## src/hdl/pdpo_consts.vh

```
`ifndef PDPO_CONSTS_VH
`define PDPO_CONSTS_VH

// ****************************************************************
// Register indexes (byte address is four times the index)
// ****************************************************************
`define PDPO_IDX_P0_DIR 8'hb8
`define PDPO_IDX_P1_DIR 8'hc1
`define PDPO_IDX_P2_DIR 8'hc2
`define PDPO_IDX_P5_DIR 8'hc5
`define PDPO_IDX_P0_PU 8'he0
`define PDPO_IDX_P1_PU 8'he1
`define PDPO_IDX_P2_PU 8'he2
`define PDPO_IDX_P5_PU 8'he5
`define PDPO_IDX_OD_CTRL 8'he9
`define PDPO_IDX_DIR_SET 8'hf0
`define PDPO_IDX_DIR_CLR 8'hf1
`define PDPO_IDX_PIN_LEVEL 8'hf2

// ****************************************************************
// Implemented bits per port
// ****************************************************************
`define PDPO_P0_DIR_MASK 8'h01
`define PDPO_P1_DIR_MASK 8'h0d
`define PDPO_P2_DIR_MASK 8'h3f
`define PDPO_P5_DIR_MASK 8'h10
`define PDPO_P0_PU_MASK 8'h01
`define PDPO_P1_PU_MASK 8'h0d
`define PDPO_P2_PU_MASK 8'h3f
`define PDPO_P5_PU_MASK 8'h10
`define PDPO_OD_MASK 8'h01

// ****************************************************************
// Field positions and reset values
// ****************************************************************
`define PDPO_INPUT_ONLY_BIT 1
`define PDPO_OD_ENABLE_BIT 0
`define PDPO_OD_PIN 8
`define PDPO_SEL_LSB 8
`define PDPO_SEL_MSB 9
`define PDPO_DIR_RESET 8'h00
`define PDPO_PU_RESET 8'h00
`define PDPO_OD_RESET 8'h00

`endif

```

## src/hdl/pdpo_pin_cell.v

```verilog
`default_nettype none
`include "pdpo_consts.vh"

// ****************************************************************
// Pad drive for all port pins, one generate slice per pin
// ****************************************************************
module pdpo_pin_cell #(
	parameter NPINS = 32
) (
	input wire clk,
	input wire rst_b,
	input wire [NPINS-1:0] dir,
	input wire [NPINS-1:0] dir_impl,
	input wire [NPINS-1:0] pull,
	input wire [NPINS-1:0] pull_impl,
	input wire [NPINS-1:0] od_en,
	input wire [NPINS-1:0] data,
	output wire [NPINS-1:0] pad_o,
	output wire [NPINS-1:0] pad_oe,
	output wire [NPINS-1:0] pad_pu
);
	genvar g;
	generate
		for (g = 0; g < NPINS; g = g + 1) begin : g_pin
			reg o_q;
			reg oe_q;
			reg pu_q;
			wire drive;
			wire odm;
			assign drive = dir[g] & dir_impl[g];
			assign odm = od_en[g] & drive;
			always @(posedge clk or negedge rst_b) begin
				if (!rst_b) begin
					o_q <= 1'b0;
					oe_q <= 1'b0;
					pu_q <= 1'b0;
				end else begin
					// Open drain only pulls low; a high lets the external resistor win
					o_q <= odm ? 1'b0 : data[g];
					oe_q <= odm ? ~data[g] : drive;
					pu_q <= pull[g] & pull_impl[g];
				end
			end
			assign pad_o[g] = o_q;
			assign pad_oe[g] = oe_q;
			assign pad_pu[g] = pu_q;
		end
	endgenerate
endmodule // pdpo_pin_cell

`default_nettype wire

```

## src/hdl/pdpo_port_cfg.v

```verilog
// Functional notes
// - A direction bit of 0 makes its pin an input and 1 makes it a driven output.
// - Direction bits can be set or cleared one by one as well as written as a byte.
// - Port 1 pin 1 is input only and its direction bit always reads back as 1.
// - Port 1 pin 1 has no pull-up and its pull-up bit is held at 1.
// - Pull-up registers are write only, 1 enables a pull-up, and they reset to 0 except the held port 1 pin 1 bit.
// - Bit 0 of the open-drain register enables open drain on port 1 pin 0, reset 0.
// - In open drain the pin sinks for a low and releases for a high.
// - The open-drain register is write only and is updated by whole byte writes.
// - Leaving open drain returns the pin to what its direction bit selects.
// - All direction bits except the held port 1 pin 1 bit reset to 0 so every pin starts as an input.
`default_nettype none
`include "pdpo_consts.vh"

module pdpo_port_cfg (
	input wire clk,
	input wire rst_b,
	input wire psel,
	input wire penable,
	input wire pwrite,
	input wire [11:0] paddr,
	input wire [31:0] pwdata,
	output wire [31:0] prdata,
	output wire pready,
	output wire pslverr,
	input wire [31:0] port_data,
	input wire [31:0] pin_i,
	output wire [31:0] pin_o,
	output wire [31:0] pin_oe,
	output wire [31:0] pin_pu
);
	// ****************************************************************
	// Port layout: byte 0 port 0, byte 1 port 1, byte 2 port 2, byte 3 port 5
	// ****************************************************************
	wire [31:0] dir_impl;
	wire [31:0] pu_impl;
	wire [31:0] od_vec;
	assign dir_impl = {`PDPO_P5_DIR_MASK, `PDPO_P2_DIR_MASK, `PDPO_P1_DIR_MASK,
		`PDPO_P0_DIR_MASK};
	assign pu_impl = {`PDPO_P5_PU_MASK, `PDPO_P2_PU_MASK, `PDPO_P1_PU_MASK,
		`PDPO_P0_PU_MASK};

	reg [7:0] dir0_q;
	reg [7:0] dir1_q;
	reg [7:0] dir2_q;
	reg [7:0] dir5_q;
	reg [7:0] pu0_q;
	reg [7:0] pu1_q;
	reg [7:0] pu2_q;
	reg [7:0] pu5_q;
	reg [7:0] od_q;
	reg [31:0] lvl_q;
	reg [31:0] prdata_q;
	reg pready_q;
	reg pslverr_q;

	// ****************************************************************
	// APB decode
	// ****************************************************************
	wire [9:0] idx;
	wire setup;
	wire wr_en;
	wire [1:0] sel;
	wire [7:0] mask;
	assign idx = paddr[11:2];
	assign setup = psel & ~penable;
	// Writes land on the access edge that completes the transfer
	assign wr_en = psel & penable & pready_q & pwrite & ~pslverr_q;
	assign sel = pwdata[`PDPO_SEL_MSB:`PDPO_SEL_LSB];
	assign mask = pwdata[7:0];

	wire hit_dir_set;
	wire hit_dir_clr;
	assign hit_dir_set = wr_en && idx == {2'b00, `PDPO_IDX_DIR_SET};
	assign hit_dir_clr = wr_en && idx == {2'b00, `PDPO_IDX_DIR_CLR};

	reg mapped;
	reg [7:0] rdata;
	always @* begin
		mapped = 1'b1;
		rdata = 8'h00;
		case (idx)
			{2'b00, `PDPO_IDX_P0_DIR}: rdata = dir0_q;
			{2'b00, `PDPO_IDX_P1_DIR}: rdata = dir1_q | (8'h01 << `PDPO_INPUT_ONLY_BIT);
			{2'b00, `PDPO_IDX_P2_DIR}: rdata = dir2_q;
			{2'b00, `PDPO_IDX_P5_DIR}: rdata = dir5_q;
			// Write-only registers answer zero so software cannot rely on them; the pin level entry is replaced by lvl_q in the APB answer
			{2'b00, `PDPO_IDX_P0_PU}: rdata = 8'h00;
			{2'b00, `PDPO_IDX_P1_PU}: rdata = 8'h00;
			{2'b00, `PDPO_IDX_P2_PU}: rdata = 8'h00;
			{2'b00, `PDPO_IDX_P5_PU}: rdata = 8'h00;
			{2'b00, `PDPO_IDX_OD_CTRL}: rdata = 8'h00;
			{2'b00, `PDPO_IDX_DIR_SET}: rdata = 8'h00;
			{2'b00, `PDPO_IDX_DIR_CLR}: rdata = 8'h00;
			{2'b00, `PDPO_IDX_PIN_LEVEL}: rdata = 8'h00;
			default: mapped = 1'b0;
		endcase
	end

	// ****************************************************************
	// APB answer: one cycle after setup, no wait states
	// ****************************************************************
	always @(posedge clk or negedge rst_b) begin
		if (!rst_b) begin
			pready_q <= 1'b0;
			pslverr_q <= 1'b0;
			prdata_q <= 32'h00000000;
			lvl_q <= 32'h00000000;
		end else begin
			lvl_q <= pin_i;
			pready_q <= setup;
			if (setup) begin
				pslverr_q <= ~mapped | (paddr[1:0] != 2'b00);
				if (idx == {2'b00, `PDPO_IDX_PIN_LEVEL})
					prdata_q <= lvl_q;
				else
					prdata_q <= {24'h000000, rdata};
			end else if (pready_q) begin
				pslverr_q <= 1'b0;
				prdata_q <= 32'h00000000;
			end
		end
	end

	// ****************************************************************
	// Direction registers with byte write and bit set/clear aliases
	// ****************************************************************
	function [7:0] dir_next;
		input [7:0] cur;
		input [7:0] impl;
		input wr_byte;
		input do_set;
		input do_clr;
		input [7:0] val;
		reg [7:0] nx;
		begin
			nx = cur;
			if (wr_byte)
				nx = val;
			if (do_set)
				nx = cur | val;
			if (do_clr)
				nx = cur & ~val;
			dir_next = nx & impl;
		end
	endfunction

	always @(posedge clk or negedge rst_b) begin
		if (!rst_b) begin
			dir0_q <= `PDPO_DIR_RESET;
			dir1_q <= `PDPO_DIR_RESET;
			dir2_q <= `PDPO_DIR_RESET;
			dir5_q <= `PDPO_DIR_RESET;
		end else begin
			dir0_q <= dir_next(dir0_q, `PDPO_P0_DIR_MASK,
				wr_en && idx == {2'b00, `PDPO_IDX_P0_DIR},
				hit_dir_set && sel == 2'd0, hit_dir_clr && sel == 2'd0, mask);
			// Bit 1 of port 1 is never stored, the pin cannot drive
			dir1_q <= dir_next(dir1_q, `PDPO_P1_DIR_MASK,
				wr_en && idx == {2'b00, `PDPO_IDX_P1_DIR},
				hit_dir_set && sel == 2'd1, hit_dir_clr && sel == 2'd1, mask);
			dir2_q <= dir_next(dir2_q, `PDPO_P2_DIR_MASK,
				wr_en && idx == {2'b00, `PDPO_IDX_P2_DIR},
				hit_dir_set && sel == 2'd2, hit_dir_clr && sel == 2'd2, mask);
			dir5_q <= dir_next(dir5_q, `PDPO_P5_DIR_MASK,
				wr_en && idx == {2'b00, `PDPO_IDX_P5_DIR},
				hit_dir_set && sel == 2'd3, hit_dir_clr && sel == 2'd3, mask);
		end
	end

	// ****************************************************************
	// Pull-up and open-drain registers, whole byte writes only
	// ****************************************************************
	always @(posedge clk or negedge rst_b) begin
		if (!rst_b) begin
			pu0_q <= `PDPO_PU_RESET;
			pu1_q <= `PDPO_PU_RESET | (8'h01 << `PDPO_INPUT_ONLY_BIT);
			pu2_q <= `PDPO_PU_RESET;
			pu5_q <= `PDPO_PU_RESET;
			od_q <= `PDPO_OD_RESET;
		end else begin
			if (wr_en && idx == {2'b00, `PDPO_IDX_P0_PU})
				pu0_q <= mask & `PDPO_P0_PU_MASK;
			if (wr_en && idx == {2'b00, `PDPO_IDX_P1_PU})
				pu1_q <= (mask & `PDPO_P1_PU_MASK) | (8'h01 << `PDPO_INPUT_ONLY_BIT);
			if (wr_en && idx == {2'b00, `PDPO_IDX_P2_PU})
				pu2_q <= mask & `PDPO_P2_PU_MASK;
			if (wr_en && idx == {2'b00, `PDPO_IDX_P5_PU})
				pu5_q <= mask & `PDPO_P5_PU_MASK;
			if (wr_en && idx == {2'b00, `PDPO_IDX_OD_CTRL})
				od_q <= mask & `PDPO_OD_MASK;
		end
	end

	// Open drain is honoured only while the pin is an output; software sets that first
	assign od_vec = {23'h000000, od_q[`PDPO_OD_ENABLE_BIT], 8'h00};

	pdpo_pin_cell #(
		.NPINS(32)
	) u_pins (
		.clk(clk),
		.rst_b(rst_b),
		.dir({dir5_q, dir2_q, dir1_q, dir0_q}),
		.dir_impl(dir_impl),
		.pull({pu5_q, pu2_q, pu1_q, pu0_q}),
		.pull_impl(pu_impl),
		.od_en(od_vec),
		.data(port_data),
		.pad_o(pin_o),
		.pad_oe(pin_oe),
		.pad_pu(pin_pu)
	);

	assign prdata = prdata_q;
	assign pready = pready_q;
	assign pslverr = pslverr_q;
endmodule // pdpo_port_cfg

`default_nettype wire

```

## config.mk

```make
export PLATFORM = sky130hd
export DESIGN_NAME = pdpo_port_cfg
export DESIGN_NICKNAME = d
export VERILOG_FILES = /design/src/hdl/pdpo_pin_cell.v /design/src/hdl/pdpo_port_cfg.v
export VERILOG_INCLUDE_DIRS = /design/src /design/src/hdl
export SDC_FILE = /design/constraint.sdc
export NUM_CORES = 1
export LEC_CHECK = 0
export BUFFER_PORTS_ARGS = -buffer_cell sky130_fd_sc_hd__buf_2
export CORE_MARGIN = 8
export CORE_UTILIZATION = 51
export CTS_CLUSTER_DIAMETER = 40
export CTS_CLUSTER_SIZE = 8
export DETAILED_ROUTE_END_ITERATION = 8
export MAX_ROUTING_LAYER = met4
export PLACE_DENSITY = 0.85
export SYNTH_ARGS = -nofsm -noshare
export SYNTH_HDL_FRONTEND = slang
export SYNTH_HIERARCHICAL = 1
export SYNTH_SLANG_ARGS = --single-unit
```

## constraint.sdc

```tcl
create_clock -name clk -period 5.2 [get_ports clk]
set_input_delay 1.04 -clock clk [delete_from_list [all_inputs] [get_ports clk]]
set_output_delay 1.04 -clock clk [all_outputs]
set_load 0.1 [all_outputs]
```

After elaboration in Yosys (flattened, before gate mapping)
Cells that the tools add are included.
{ "op_classes": {"n_eq_ne": 15, "n_mux": 21, "bitwise_logic": 20, "n_reduce_logical": 27} }
{ "op_table": {"columns": ["op", "count"], "rows": [
  ["equality test 10 x 8 -> 1 bit, second input constant", 12],
  ["2-to-1 mux 32 bit", 3],
  ["case mux 6 bit (4 select lines)", 1],
  ["logical AND 1 bit", 19],
  ["2-to-1 mux 6 bit", 3],
  ["2-to-1 mux 5 bit", 3],
  ["2-to-1 mux 4 bit", 3],
  ["nonzero test 3 bit", 4],
  ["OR reduction 12 bit", 1],
  ["2-to-1 mux 1 bit", 8],
  ["AND 1 bit", 7],
  ["AND 6 bit", 1],
  ["inverter 6 bit", 1],
  ["bitwise OR 6 bit", 1],
  ["AND 5 bit", 1],
  ["bitwise OR 5 bit", 1],
  ["AND 4 bit", 1],
  ["equality test 2 bit, second input constant", 2],
  ["inverter 1 bit", 4],
  ["bitwise OR 4 bit", 1],
  ["nonzero test 2 bit", 2],
  ["equality test 2 x 1 -> 1 bit, second input constant", 1],
  ["logical NOT 2 bit", 1],
  ["bitwise OR 1 bit", 2]
]} }
{ "totals": {"reg_bits": 143, "word_cells": 150} }

Logic depth before layout (Yosys ltp)
Gate-level depths: netlist of run 1.
{ "logic_depth": {"depth_word": 8, "mapped_depth": 6, "mapped_depth_nobuf": 5} }

Modules after synthesis
Netlist of run 1, hierarchy kept.
{ "modules_own_cells": {"columns": ["module", "n_inst", "cells_per_inst", "area_per_inst_um2"], "rows": [
  ["pdpo_pin_cell", 1, 352, 3923.8],
  ["pdpo_port_cfg", 1, 275, 3547.2]
]} }

Worst setup path after synthesis of run 1
Ideal clock, no wire load.
{ "synth_path": {"path_type": "register to register", "start": "reg pready_q, in the netlist pready", "end": "reg pu0_q[0]", "setup_ps": 125, "t_arrival_ps": 2263, "required_ps": 5075, "setup_slack_ps": 2812, "stages_incl_launch_ff": 7, "period_less_slack_ps": 2388, "path_cell_list": "dfrtp_1 buf_2 and2_1 and2_1 and3_1 and3_1 mux2_2"} }
{ "synth_between": {"elab_chain_cells": 4} }
{ "synth_rtl": {"columns": ["item", "line_no", "source"], "rows": [
  ["from (decl)", "pdpo_port_cfg.v:54", "reg pready_q;"],
  ["from (signal assigned)", "pdpo_port_cfg.v:111", "pready_q <= setup;"],
  ["AND 1 bit (3 in series)", "pdpo_port_cfg.v:68", "assign wr_en = psel & penable & pready_q & pwrite & ~pslverr_q;"],
  ["logical AND 1 bit", "pdpo_port_cfg.v:182", "if (wr_en && idx == {2'b00, `PDPO_IDX_P0_PU})"],
  ["to (signal assigned)", "pdpo_port_cfg.v:176", "pu0_q <= `PDPO_PU_RESET;"],
  ["to (signal assigned)", "pdpo_port_cfg.v:183", "pu0_q <= mask & `PDPO_P0_PU_MASK;"],
  ["to (decl)", "pdpo_port_cfg.v:47", "reg [7:0] pu0_q;"]
]} }
No other way between the ends.
A chain may end at the register's enable or synchronous reset.

Worst setup path after layout of run 1
{ "layout_path": {"start": "in paddr[4]", "end": "reg prdata_q[28], in the netlist prdata[28]"} }
{ "layout_between": {"elab_chain_cells": 3} }
{ "layout_rtl": {"columns": ["item", "line_no", "source"], "rows": [
  ["from (decl)", "pdpo_port_cfg.v:21", "input wire [11:0] paddr,"],
  ["equality test 10 x 8 -> 1 bit", "pdpo_port_cfg.v:114", "if (idx == {2'b00, `PDPO_IDX_PIN_LEVEL})"],
  ["2-to-1 mux 32 bit", "pdpo_port_cfg.v:114", null],
  ["2-to-1 mux 32 bit", "pdpo_port_cfg.v:112", "if (setup) begin"],
  ["to (signal assigned)", "pdpo_port_cfg.v:115", "prdata_q <= lvl_q;"],
  ["to (signal assigned)", "pdpo_port_cfg.v:117", "prdata_q <= {24'h000000, rdata};"],
  ["to (decl)", "pdpo_port_cfg.v:53", "reg [31:0] prdata_q;"]
]} }
No other way between the ends.

==> results of run 1 <==
## metrics by stage
stage	power, uW	hold slack [ns]	std cells	setup slack [ns]
after global placement	1980	0.444	1143	2.25
after detailed placement	1990	0.450	1143	2.16
after CTS	3320	0.464	1175	2.62
after floorplan	1910	0.431	846	2.81
final	3300	0.462	1177	2.61
after global routing	3420	0.475	1177	2.48
## routing by layer
layer / GRT usage / share of wire / vias to the layer above
met2: 0.326 / 0.54 / 135
li1: - / - / 2541
met5: - / 0 / -
met4: 0.0712 / 0.020 / 0
met1: 0.190 / 0.36 / 2435
met3: 0.0668 / 0.079 / 21
## sequential cells by signal (all words and copies together) (netlist names), 3 cells and up
name,flops
lvl_q,32
prdata,32
u_pins/g_pin.o_q,32
u_pins/g_pin.oe_q,32
u_pins/g_pin.pu_q,32
dir2_q,6
pu2_q,6
dir1_q,3
pu1_q,3
## worst max path at each step
stage | slack, ns | start | depth (start not counted) | to
2_1_floorplan | 2.81 | pready$_DFF_PN0_ | 6 | pu0_q[0]$_DFFE_PN0P_
3_3_place_gp | 2.25 | paddr[4] | 5 | prdata[21]$_DFFE_PN0P_
3_5_place_dp | 2.16 | paddr[4] | 5 | prdata[28]$_DFFE_PN0P_
4_1_cts | 2.62 | paddr[4] | 5 | prdata[28]$_DFFE_PN0P_
5_1_grt | 2.48 | paddr[4] | 5 | prdata[28]$_DFFE_PN0P_
6_report | 2.61 | paddr[4] | 5 | prdata[28]$_DFFE_PN0P_
## kinds of logic after synthesis
family	count (synthesis)	share of synthesized area
buffers and inverters	144	0.123
and+or+nand+nor	139	0.109
muxes	12	0.0211
other	2	0.00101
AOI/OAI and AO/OA	145	0.126
DFF	185	0.620
## area by class of cell
type / count / share of cell area
flip-flops and latches: 185 / 0.488
inverters: 37 / 0.0146
diodes: 2 / 0.000527
multi-input cells: 517 / 0.289
clock buffers: 18 / 0.0452
clock inverters: 14 / 0.0195
well taps: 184 / 0.0243
repair buffers: 220 / 0.119
## synth_stat cells, types with 3 or more instances
| master | n |
|---|---|
| a21o_1 | 6 |
| a21oi_1 | 45 |
| a221oi_1 | 3 |
| a22o_1 | 29 |
| a22oi_1 | 4 |
| a31oi_1 | 33 |
| and2_1 | 36 |
| buf_4 | 96 |
| clkbuf_1 | 6 |
| dfrtp_1 | 185 |
| inv_1 | 37 |
| mux2_2 | 6 |
| mux2_4 | 6 |
| nand2_1 | 44 |
| nand2b_1 | 4 |
| nand3_1 | 7 |
| nand3b_1 | 6 |
| nand4_1 | 5 |
| nor2_1 | 10 |
| nor3_1 | 7 |
| nor3_4 | 3 |
| o21ai_0 | 16 |
## power by group
part / leakage [uW] / switching (uW) / internal (uW)
Clock: 0.000296 / 563 / 770
Sequential: 0.00240 / 14.6 / 1490
Combinational: 0.00259 / 387 / 75.4
Total: 0.00529 / 964 / 2330
==> flow_metrics.env, run 1 <==
export IMPL_status="completed"
export IMPL_io_pin_count=243
export IMPL_syn2layout_area_growth_pct=27.0
export IMPL_setup_viol=0
export IMPL_ctsHoldBuffers=0
export IMPL_regArea_um2=4630
export IMPL_rows=44
export IMPL_drv_slew=0
export IMPL_synth_enable_flop_cells=0
export IMPL_fp_dieW_um=137
export IMPL_wl_per_cell_um=14.2
export IMPL_layout_common_cells="conb_1 (221), buf_2 (217), dfrtp_1 (185)"
export IMPL_cts_repair_resized=0
export IMPL_ys_flop_type="dfrtp_1"
export IMPL_design_area_um2=9490
export IMPL_hold_depth=1
export IMPL_num_fill_cells=1125
export IMPL_netlist_area_leader_share=0.620
export IMPL_clk_pin_slew_ns=0.07
export IMPL_drcViolationCount=0
export IMPL_viasPerCell=4.36
export IMPL_post_cts_buffers=0
export IMPL_tns_ns=0
export IMPL_grt_pass1_vias=5254
export IMPL_vias=5132
export IMPL_r2r_end="dir2_q[1]$_DFFE_PN0P_"
export IMPL_ys_ff_latch=185
export IMPL_multi_input_area_um2=2750
export IMPL_finalHoldViolations=0
export IMPL_root_buffer="clkbuf_16"
export IMPL_critical_path_arrival_ns=2.94
export IMPL_crit_reg2reg_launch="pslverr$_DFFE_PN0P_"
export IMPL_period_needed_ns=2.59
export IMPL_cp_end_kind="register"
export IMPL_grt_overflow_total=0
export IMPL_crit_family="simple AND/OR/NAND/NOR gates"
export IMPL_hp_start="lvl_q[9]$_DFF_PN0_"
export IMPL_cts_tree="built"
export IMPL_synth_cell_types=47
export IMPL_clk_path_buf_depth=2
export IMPL_worstMarginPinSlew_ns=1.05
export IMPL_avgSynthCellArea_um2=11.9
export IMPL_cap_violations=0
export IMPL_start_util=0.518
export IMPL_worst_clock_skew_ns=0.00574
export IMPL_required_ns=5.55
export IMPL_rrSetupSlack_ns=3.34
export IMPL_grt_util_all_layers=0.187
export IMPL_mostFrequentLayoutCell="conb_1"
export IMPL_cts_buffers=17
export IMPL_ys_warn_count=6
export IMPL_grt_antenna_before_repair=2
export IMPL_grt_max_degree=103
export IMPL_p_leak_uw=0.00529
export IMPL_synthCells=627
export IMPL_cp_cell_sequence="buf_2 > nor4_4 > nand2_1 > nor3_4 > a22o_1"
export IMPL_yosysTopAreaCell="dfrtp_1"
export IMPL_fmax_mhz=387
export IMPL_whs_endpoint="prdata[9]$_DFFE_PN0P_"
export IMPL_drt_iter0_drc=279
export IMPL_synth_area_leaders="dfrtp_1 (62%), buf_4 (9.6%), a22o_1 (3.4%)"
export IMPL_relSlewSlack=0.296
export IMPL_grt_pass1_wl_um=25900
export IMPL_critPathMaxFanout=26
export IMPL_cts_sinks=185
export IMPL_core_area_um2=14400
export IMPL_power_density_nw_per_um2=347
export IMPL_final_util=0.658
export IMPL_period_share=0.497
export IMPL_synth_area_um2=7470
export IMPL_portBuffers=218
export IMPL_hold_path_class="reg2reg"
export IMPL_rr_worst_depth=5
export IMPL_first_pass_iters=4
export IMPL_seq_area_frac_synth=0.620
export IMPL_fp_dieH_um=137
export IMPL_crit_slowest_cell="nor3_4"
export IMPL_wirelength_um=16800
export IMPL_die_area_um2=18800
export IMPL_rsz0062_at_grt="false"
export IMPL_htree_levels=4
export IMPL_drive_gt1_frac=0.275
export IMPL_cpPeakStageDelay_ns=0.85
export IMPL_place_congestion=0.905
export IMPL_synth_async_reset_ratio=1.00
export IMPL_startpoint_type="primary input"
export IMPL_final_antenna_net_count=0
export IMPL_nNetsFinal=1091
export IMPL_clk_latency_ns=0.42
export IMPL_hpwlAfterDp_um=12800
export IMPL_irDropWorstVdd_mv=0.228
export IMPL_path_buf_inv=1
export IMPL_placed_area_um2=8870
export IMPL_critical_path_class="in2reg"
Note: power is estimated with default switching activity, not from simulation.
==> run 2: changes to the inputs <==
- CORE_UTILIZATION: 51 -> 46
- PLACE_DENSITY: 0.85 -> 0.81
- clock period: 5.2 -> 2.2 ns (I/O delays scaled with it)
==> run 2 against run 1 <==
Worst hold slack got worse by 0.35 ns; register-to-register slack got worse by 3.1 ns; combinational power rose by 140%; power rose by 130%; worst setup slack got worse by 2.3 ns; clock power rose by 120%; largest cell class unchanged; sequential cell count did not move; critical endpoint is now dir2_q[5]$_DFFE_PN0P_; utilization fell by 5.4 points; critical path depth did not move; global-route usage fell by 0.93 points; count of clock-buffer cells in the layout rose by 1.
==> flow_metrics.env, run 2 (synthesis gave the netlist of run 1 again) <==
export IMPL_status="completed"
export IMPL_rsz0062_at_grt="false"
export IMPL_crit_family="simple AND/OR/NAND/NOR gates"
export IMPL_vias=5269
export IMPL_hpwlAfterDp_um=13400
export IMPL_critPathMaxFanout=6
export IMPL_root_buffer="clkbuf_16"
export IMPL_rr_worst_depth=5
export IMPL_syn2layout_area_growth_pct=28.4
export IMPL_cts_buffers=17
export IMPL_power_density_nw_per_um2=789
export IMPL_fp_dieH_um=143
export IMPL_htree_levels=4
export IMPL_whs_endpoint="lvl_q[6]$_DFF_PN0_"
export IMPL_period_share=0.879
export IMPL_hold_path_class="in2reg"
export IMPL_tns_ns=0
export IMPL_placed_area_um2=9010
export IMPL_wirelength_um=17500
export IMPL_num_fill_cells=1338
export IMPL_fmax_mhz=517
export IMPL_grt_max_degree=60
export IMPL_worstMarginPinSlew_ns=0.520
export IMPL_place_ws_ns=0.139
export IMPL_r2r_end="dir2_q[5]$_DFFE_PN0P_"
export IMPL_grt_pass1_wl_um=26900
export IMPL_hold_depth=1
export IMPL_cp_end_kind="register"
export IMPL_viasPerCell=4.32
export IMPL_period_needed_ns=1.93
export IMPL_drv_slew=0
export IMPL_drt_iter0_drc=311
export IMPL_grt_antenna_before_repair=4
export IMPL_drive_gt1_frac=0.282
export IMPL_path_buf_inv=0
export IMPL_cts_sinks=185
export IMPL_design_area_um2=9590
export IMPL_grt_util_all_layers=0.178
export IMPL_final_antenna_net_count=0
export IMPL_hp_start="pin_i[6]"
export IMPL_worst_hold_slack_ns=0.114
export IMPL_rrSetupSlack_ns=0.27
export IMPL_nNetsFinal=1100
export IMPL_critical_path_class="reg2reg"
export IMPL_layout_common_cells="conb_1 (221), buf_2 (217), dfrtp_1 (184)"
export IMPL_clk_latency_ns=0.43
export IMPL_irDropWorstVdd_mv=0.487
export IMPL_core_area_um2=15900
export IMPL_portBuffers=218
export IMPL_startpoint_type="register"
export IMPL_crit_reg2reg_launch="pslverr$_DFFE_PN0P_"
export IMPL_grt_pass1_vias=5451
export IMPL_cts_tree="built"
export IMPL_worst_clock_skew_ns=0.00647
export IMPL_clk_pin_slew_ns=0.07
export IMPL_finalHoldViolations=0
export IMPL_rows=46
export IMPL_cap_violations=0
export IMPL_first_pass_iters=4
export IMPL_cp_cell_sequence="and3b_1 > nand2_1 > nor4_4 > a21oi_1 > a21o_1"
export IMPL_drcViolationCount=0
export IMPL_required_ns=2.51
export IMPL_place_congestion=0.909
export IMPL_io_pin_count=243
export IMPL_crit_slowest_cell="nor4_4"
export IMPL_start_util=0.470
export IMPL_cpPeakStageDelay_ns=0.49
export IMPL_setup_viol=0
export IMPL_wl_per_cell_um=14.4
export IMPL_critical_path_arrival_ns=2.25
export IMPL_clk_path_buf_depth=2
export IMPL_setup_ws_ns=0.265
export IMPL_p_leak_uw=0.00533
export IMPL_fp_dieW_um=143
export IMPL_relSlewSlack=0.655
export IMPL_mostFrequentLayoutCell="conb_1"
export IMPL_grt_overflow_total=0
export IMPL_die_area_um2=20600
-- run 2: changes by cell type in the layout (fill, tap and decap cells not counted), moves of 2 or more --
cell,change
clkinv_2,+4
clkinvlp_4,-2
inv_6,-2
clkinv_4,+2
clkbuf_8,+2
buf_4,+5
buf_12,+3
bufinv_16,-2
diode_2,+2
-- run 2: layer usage --
metal,wire length (um),up-vias,global-route usage
li1,-,2562,-
met4,458,0,0.0808
met5,0,-,-
met1,6390,2505,0.184
met2,9330,175,0.307
met3,1340,27,0.0554
-- run 2: worst max-delay path by stage --
stage	startpoint	endpoint	slack (ns)	cells past startpoint
after floorplan	pslverr$_DFFE_PN0P_	pu0_q[0]$_DFFE_PN0P_	0.009	5
after global placement	paddr[4]	pu2_q[4]$_DFFE_PN0P_	0.17	5
after detailed placement	paddr[4]	dir2_q[5]$_DFFE_PN0P_	0.14	6
after CTS	pslverr$_DFFE_PN0P_	dir2_q[5]$_DFFE_PN0P_	0.26	5
after global routing	pslverr$_DFFE_PN0P_	dir2_q[5]$_DFFE_PN0P_	0.13	5
final	pslverr$_DFFE_PN0P_	dir2_q[5]$_DFFE_PN0P_	0.27	5
-- run 2: cell type report --
class	instances	area, um^2	area share
inverters	37	139	0.0145
well taps	216	270	0.0282
clock buffers	19	443	0.0462
flip-flops and latches	185	4630	0.483
diodes	4	10.0	0.00104
clock inverters	13	119	0.0124
repair buffers	229	1230	0.129
multi-input cells	517	2750	0.286
-- run 2: through the flow --
| stage | utilization | cells | total power (uW) |
|---|---|---|---|
| 6_report | 0.604 | 1220 | 7570 |
| 2_1_floorplan | - | 846 | 4510 |
| 5_1_grt | 0.604 | 1220 | 7860 |
| 3_5_place_dp | 0.567 | 1183 | 4720 |
| 4_1_cts | 0.603 | 1216 | 7640 |
| 3_3_place_gp | 0.567 | 1183 | 4700 |
-- run 2: report_power, final --
group | switching (uW) | internal (uW)
clock network | 1310 | 1600
logic | 920 | 191
registers | 34.7 | 3510
-- run 2: repair_timing --
action                    in CTS  in global routing
hold buffers                   1                  0
resized for setup              0                  0
setup buffers                  0                  0
hold endpoints to repair      28                  0
==> run 3: changes to the inputs <==
- CORE_UTILIZATION: 46 -> 51
- PLACE_DENSITY: 0.81 -> 0.85
- SETUP_SLACK_MARGIN: unset -> 0.02
- clock period: 2.2 -> 1.8 ns (I/O delays scaled with it)
==> run 3 against run 2 <==
First-iteration DRC count fell by 14%; utilization rose by 7.5 points; final area rose by 2.0%; count of clock-buffer cells in the layout rose by 2; sequential power rose by 22%; non-clock buffer count rose by 19; worst hold slack got worse by 0.076 ns; critical path type unchanged; largest cell class unchanged; largest power group unchanged.
==> flow_metrics.env, run 3 (synthesis gave the netlist of run 1 again) <==
export IMPL_cp_end_kind="register"
export IMPL_portBuffers=218
export IMPL_period_share=0.988
export IMPL_power_density_nw_per_um2=983
export IMPL_hpwlAfterDp_um=13800
export IMPL_drcViolationCount=0
export IMPL_design_area_um2=9790
export IMPL_grt_antenna_before_repair=6
export IMPL_fp_dieW_um=137
export IMPL_cts_tree="built"
export IMPL_r2r_end="pu0_q[0]$_DFFE_PN0P_"
export IMPL_viasPerCell=4.49
export IMPL_place_ws_ns=-0.163
export IMPL_fp_dieH_um=137
export IMPL_io_pin_count=243
export IMPL_root_buffer="clkbuf_16"
export IMPL_critical_path_class="reg2reg"
export IMPL_status="completed"
export IMPL_hold_path_class="in2reg"
export IMPL_layout_common_cells="conb_1 (221), buf_2 (217), dfrtp_1 (183)"
export IMPL_worst_clock_skew_ns=0.00860
export IMPL_startpoint_type="register"
export IMPL_hp_start="pin_i[12]"
export IMPL_clk_path_buf_depth=2
export IMPL_finalHoldViolations=0
export IMPL_irDropWorstVdd_mv=0.594
export IMPL_critical_path_arrival_ns=2.09
export IMPL_grt_max_degree=63
export IMPL_place_congestion=0.902
export IMPL_wl_per_cell_um=14.6
export IMPL_worstMarginPinSlew_ns=0.621
export IMPL_cts_sinks=185
export IMPL_fmax_mhz=562
export IMPL_start_util=0.518
export IMPL_drt_iter0_drc=266
export IMPL_cap_violations=0
export IMPL_grt_pass1_wl_um=27500
export IMPL_core_area_um2=14400
export IMPL_grt_util_all_layers=0.199
export IMPL_mostFrequentLayoutCell="conb_1"
export IMPL_critPathMaxFanout=5
export IMPL_rsz0062_at_grt="true"
export IMPL_final_antenna_net_count=0
export IMPL_placed_area_um2=9120
export IMPL_nNetsFinal=1119
export IMPL_first_pass_iters=5
export IMPL_wirelength_um=17600
export IMPL_htree_levels=4
export IMPL_drv_slew=0
export IMPL_required_ns=2.11
export IMPL_p_leak_uw=0.00544
export IMPL_clk_pin_slew_ns=0.07
export IMPL_rr_worst_depth=5
export IMPL_drive_gt1_frac=0.302
export IMPL_crit_reg2reg_launch="pslverr$_DFFE_PN0P_"
export IMPL_grt_pass1_vias=5494
export IMPL_grt_overflow_total=0
export IMPL_relSlewSlack=0.585
export IMPL_die_area_um2=18800
export IMPL_worst_hold_slack_ns=0.0375
export IMPL_whs_endpoint="lvl_q[12]$_DFF_PN0_"
export IMPL_vias=5429
export IMPL_hold_depth=1
export IMPL_period_needed_ns=1.78
export IMPL_rrSetupSlack_ns=0.02
export IMPL_setup_viol=0
export IMPL_syn2layout_area_growth_pct=31.0
export IMPL_rows=44
export IMPL_clk_latency_ns=0.42
export IMPL_setup_ws_ns=0.0220
export IMPL_cts_buffers=17
## run 3: worst max path at each step
stage | from | endpoint | slack, ns | cells after the start
5_1_grt | pslverr$_DFFE_PN0P_ | pu0_q[0]$_DFFE_PN0P_ | -0.03 | 5
3_3_place_gp | paddr[4] | pslverr$_DFFE_PN0P_ | -0.13 | 6
2_1_floorplan | pslverr$_DFFE_PN0P_ | pu0_q[0]$_DFFE_PN0P_ | -0.05 | 5
6_report | pslverr$_DFFE_PN0P_ | pu0_q[0]$_DFFE_PN0P_ | 0.02 | 5
4_1_cts | pslverr$_DFFE_PN0P_ | pu0_q[0]$_DFFE_PN0P_ | 0.03 | 5
3_5_place_dp | paddr[4] | pslverr$_DFFE_PN0P_ | -0.16 | 6
## run 3: worst max-delay path, cell delays in order (launching register included)
cell	delay [ns]
dfrtp_4	0.49
and3b_2	0.30
and2_4	0.16
and3_4	0.22
and3_4	0.20
mux2_4	0.29
## run 3: layout make-up
class / count / area (um^2)
multi-input combinational: 517 / 2770
antenna: 6 / 15.0
sequential: 185 / 4640
fill: 1080 / 4640
tap: 184 / 230
clock buffer: 21 / 470
clock inverter: 11 / 158
inverter: 37 / 139
timing repair buffer: 248 / 1370
## run 3: timing repair
item / 4_1_cts / 5_1_grt
setup endpoints to repair: 0 / 29
buffers inserted: 0 / 1
resized for setup: 0 / 1
hold buffers: 1 / 0
endpoints found under the hold margin: 27 / 0
## run 3: through the flow
stage | TNS, ns | power [uW] | std cells | utilization
3_5_place_dp | -2.07 | 5790 | 1169 | 0.632
6_report | 0 | 9620 | 1209 | 0.679
5_1_grt | -0.0550 | 9990 | 1209 | 0.679
4_1_cts | 0 | 9710 | 1202 | 0.677
3_3_place_gp | -1.15 | 5770 | 1169 | 0.632
2_1_floorplan | -0.0539 | 5520 | 846 | -
## run 3: report_power, final
group          switching [uW]  total, uW  internal (uW)  leakage, uW
registers                41.9       4340           4300      0.00239
logic                    1130       1380            245      0.00274
clock network            1580       3910           2330     0.000307
total                    2760       9620           6870      0.00544
## run 3: per-layer routing
layer,track usage,routed length (um)
met4,0.0700,342
met5,-,0
met3,0.0734,1640
met1,0.216,6610
met2,0.329,9010
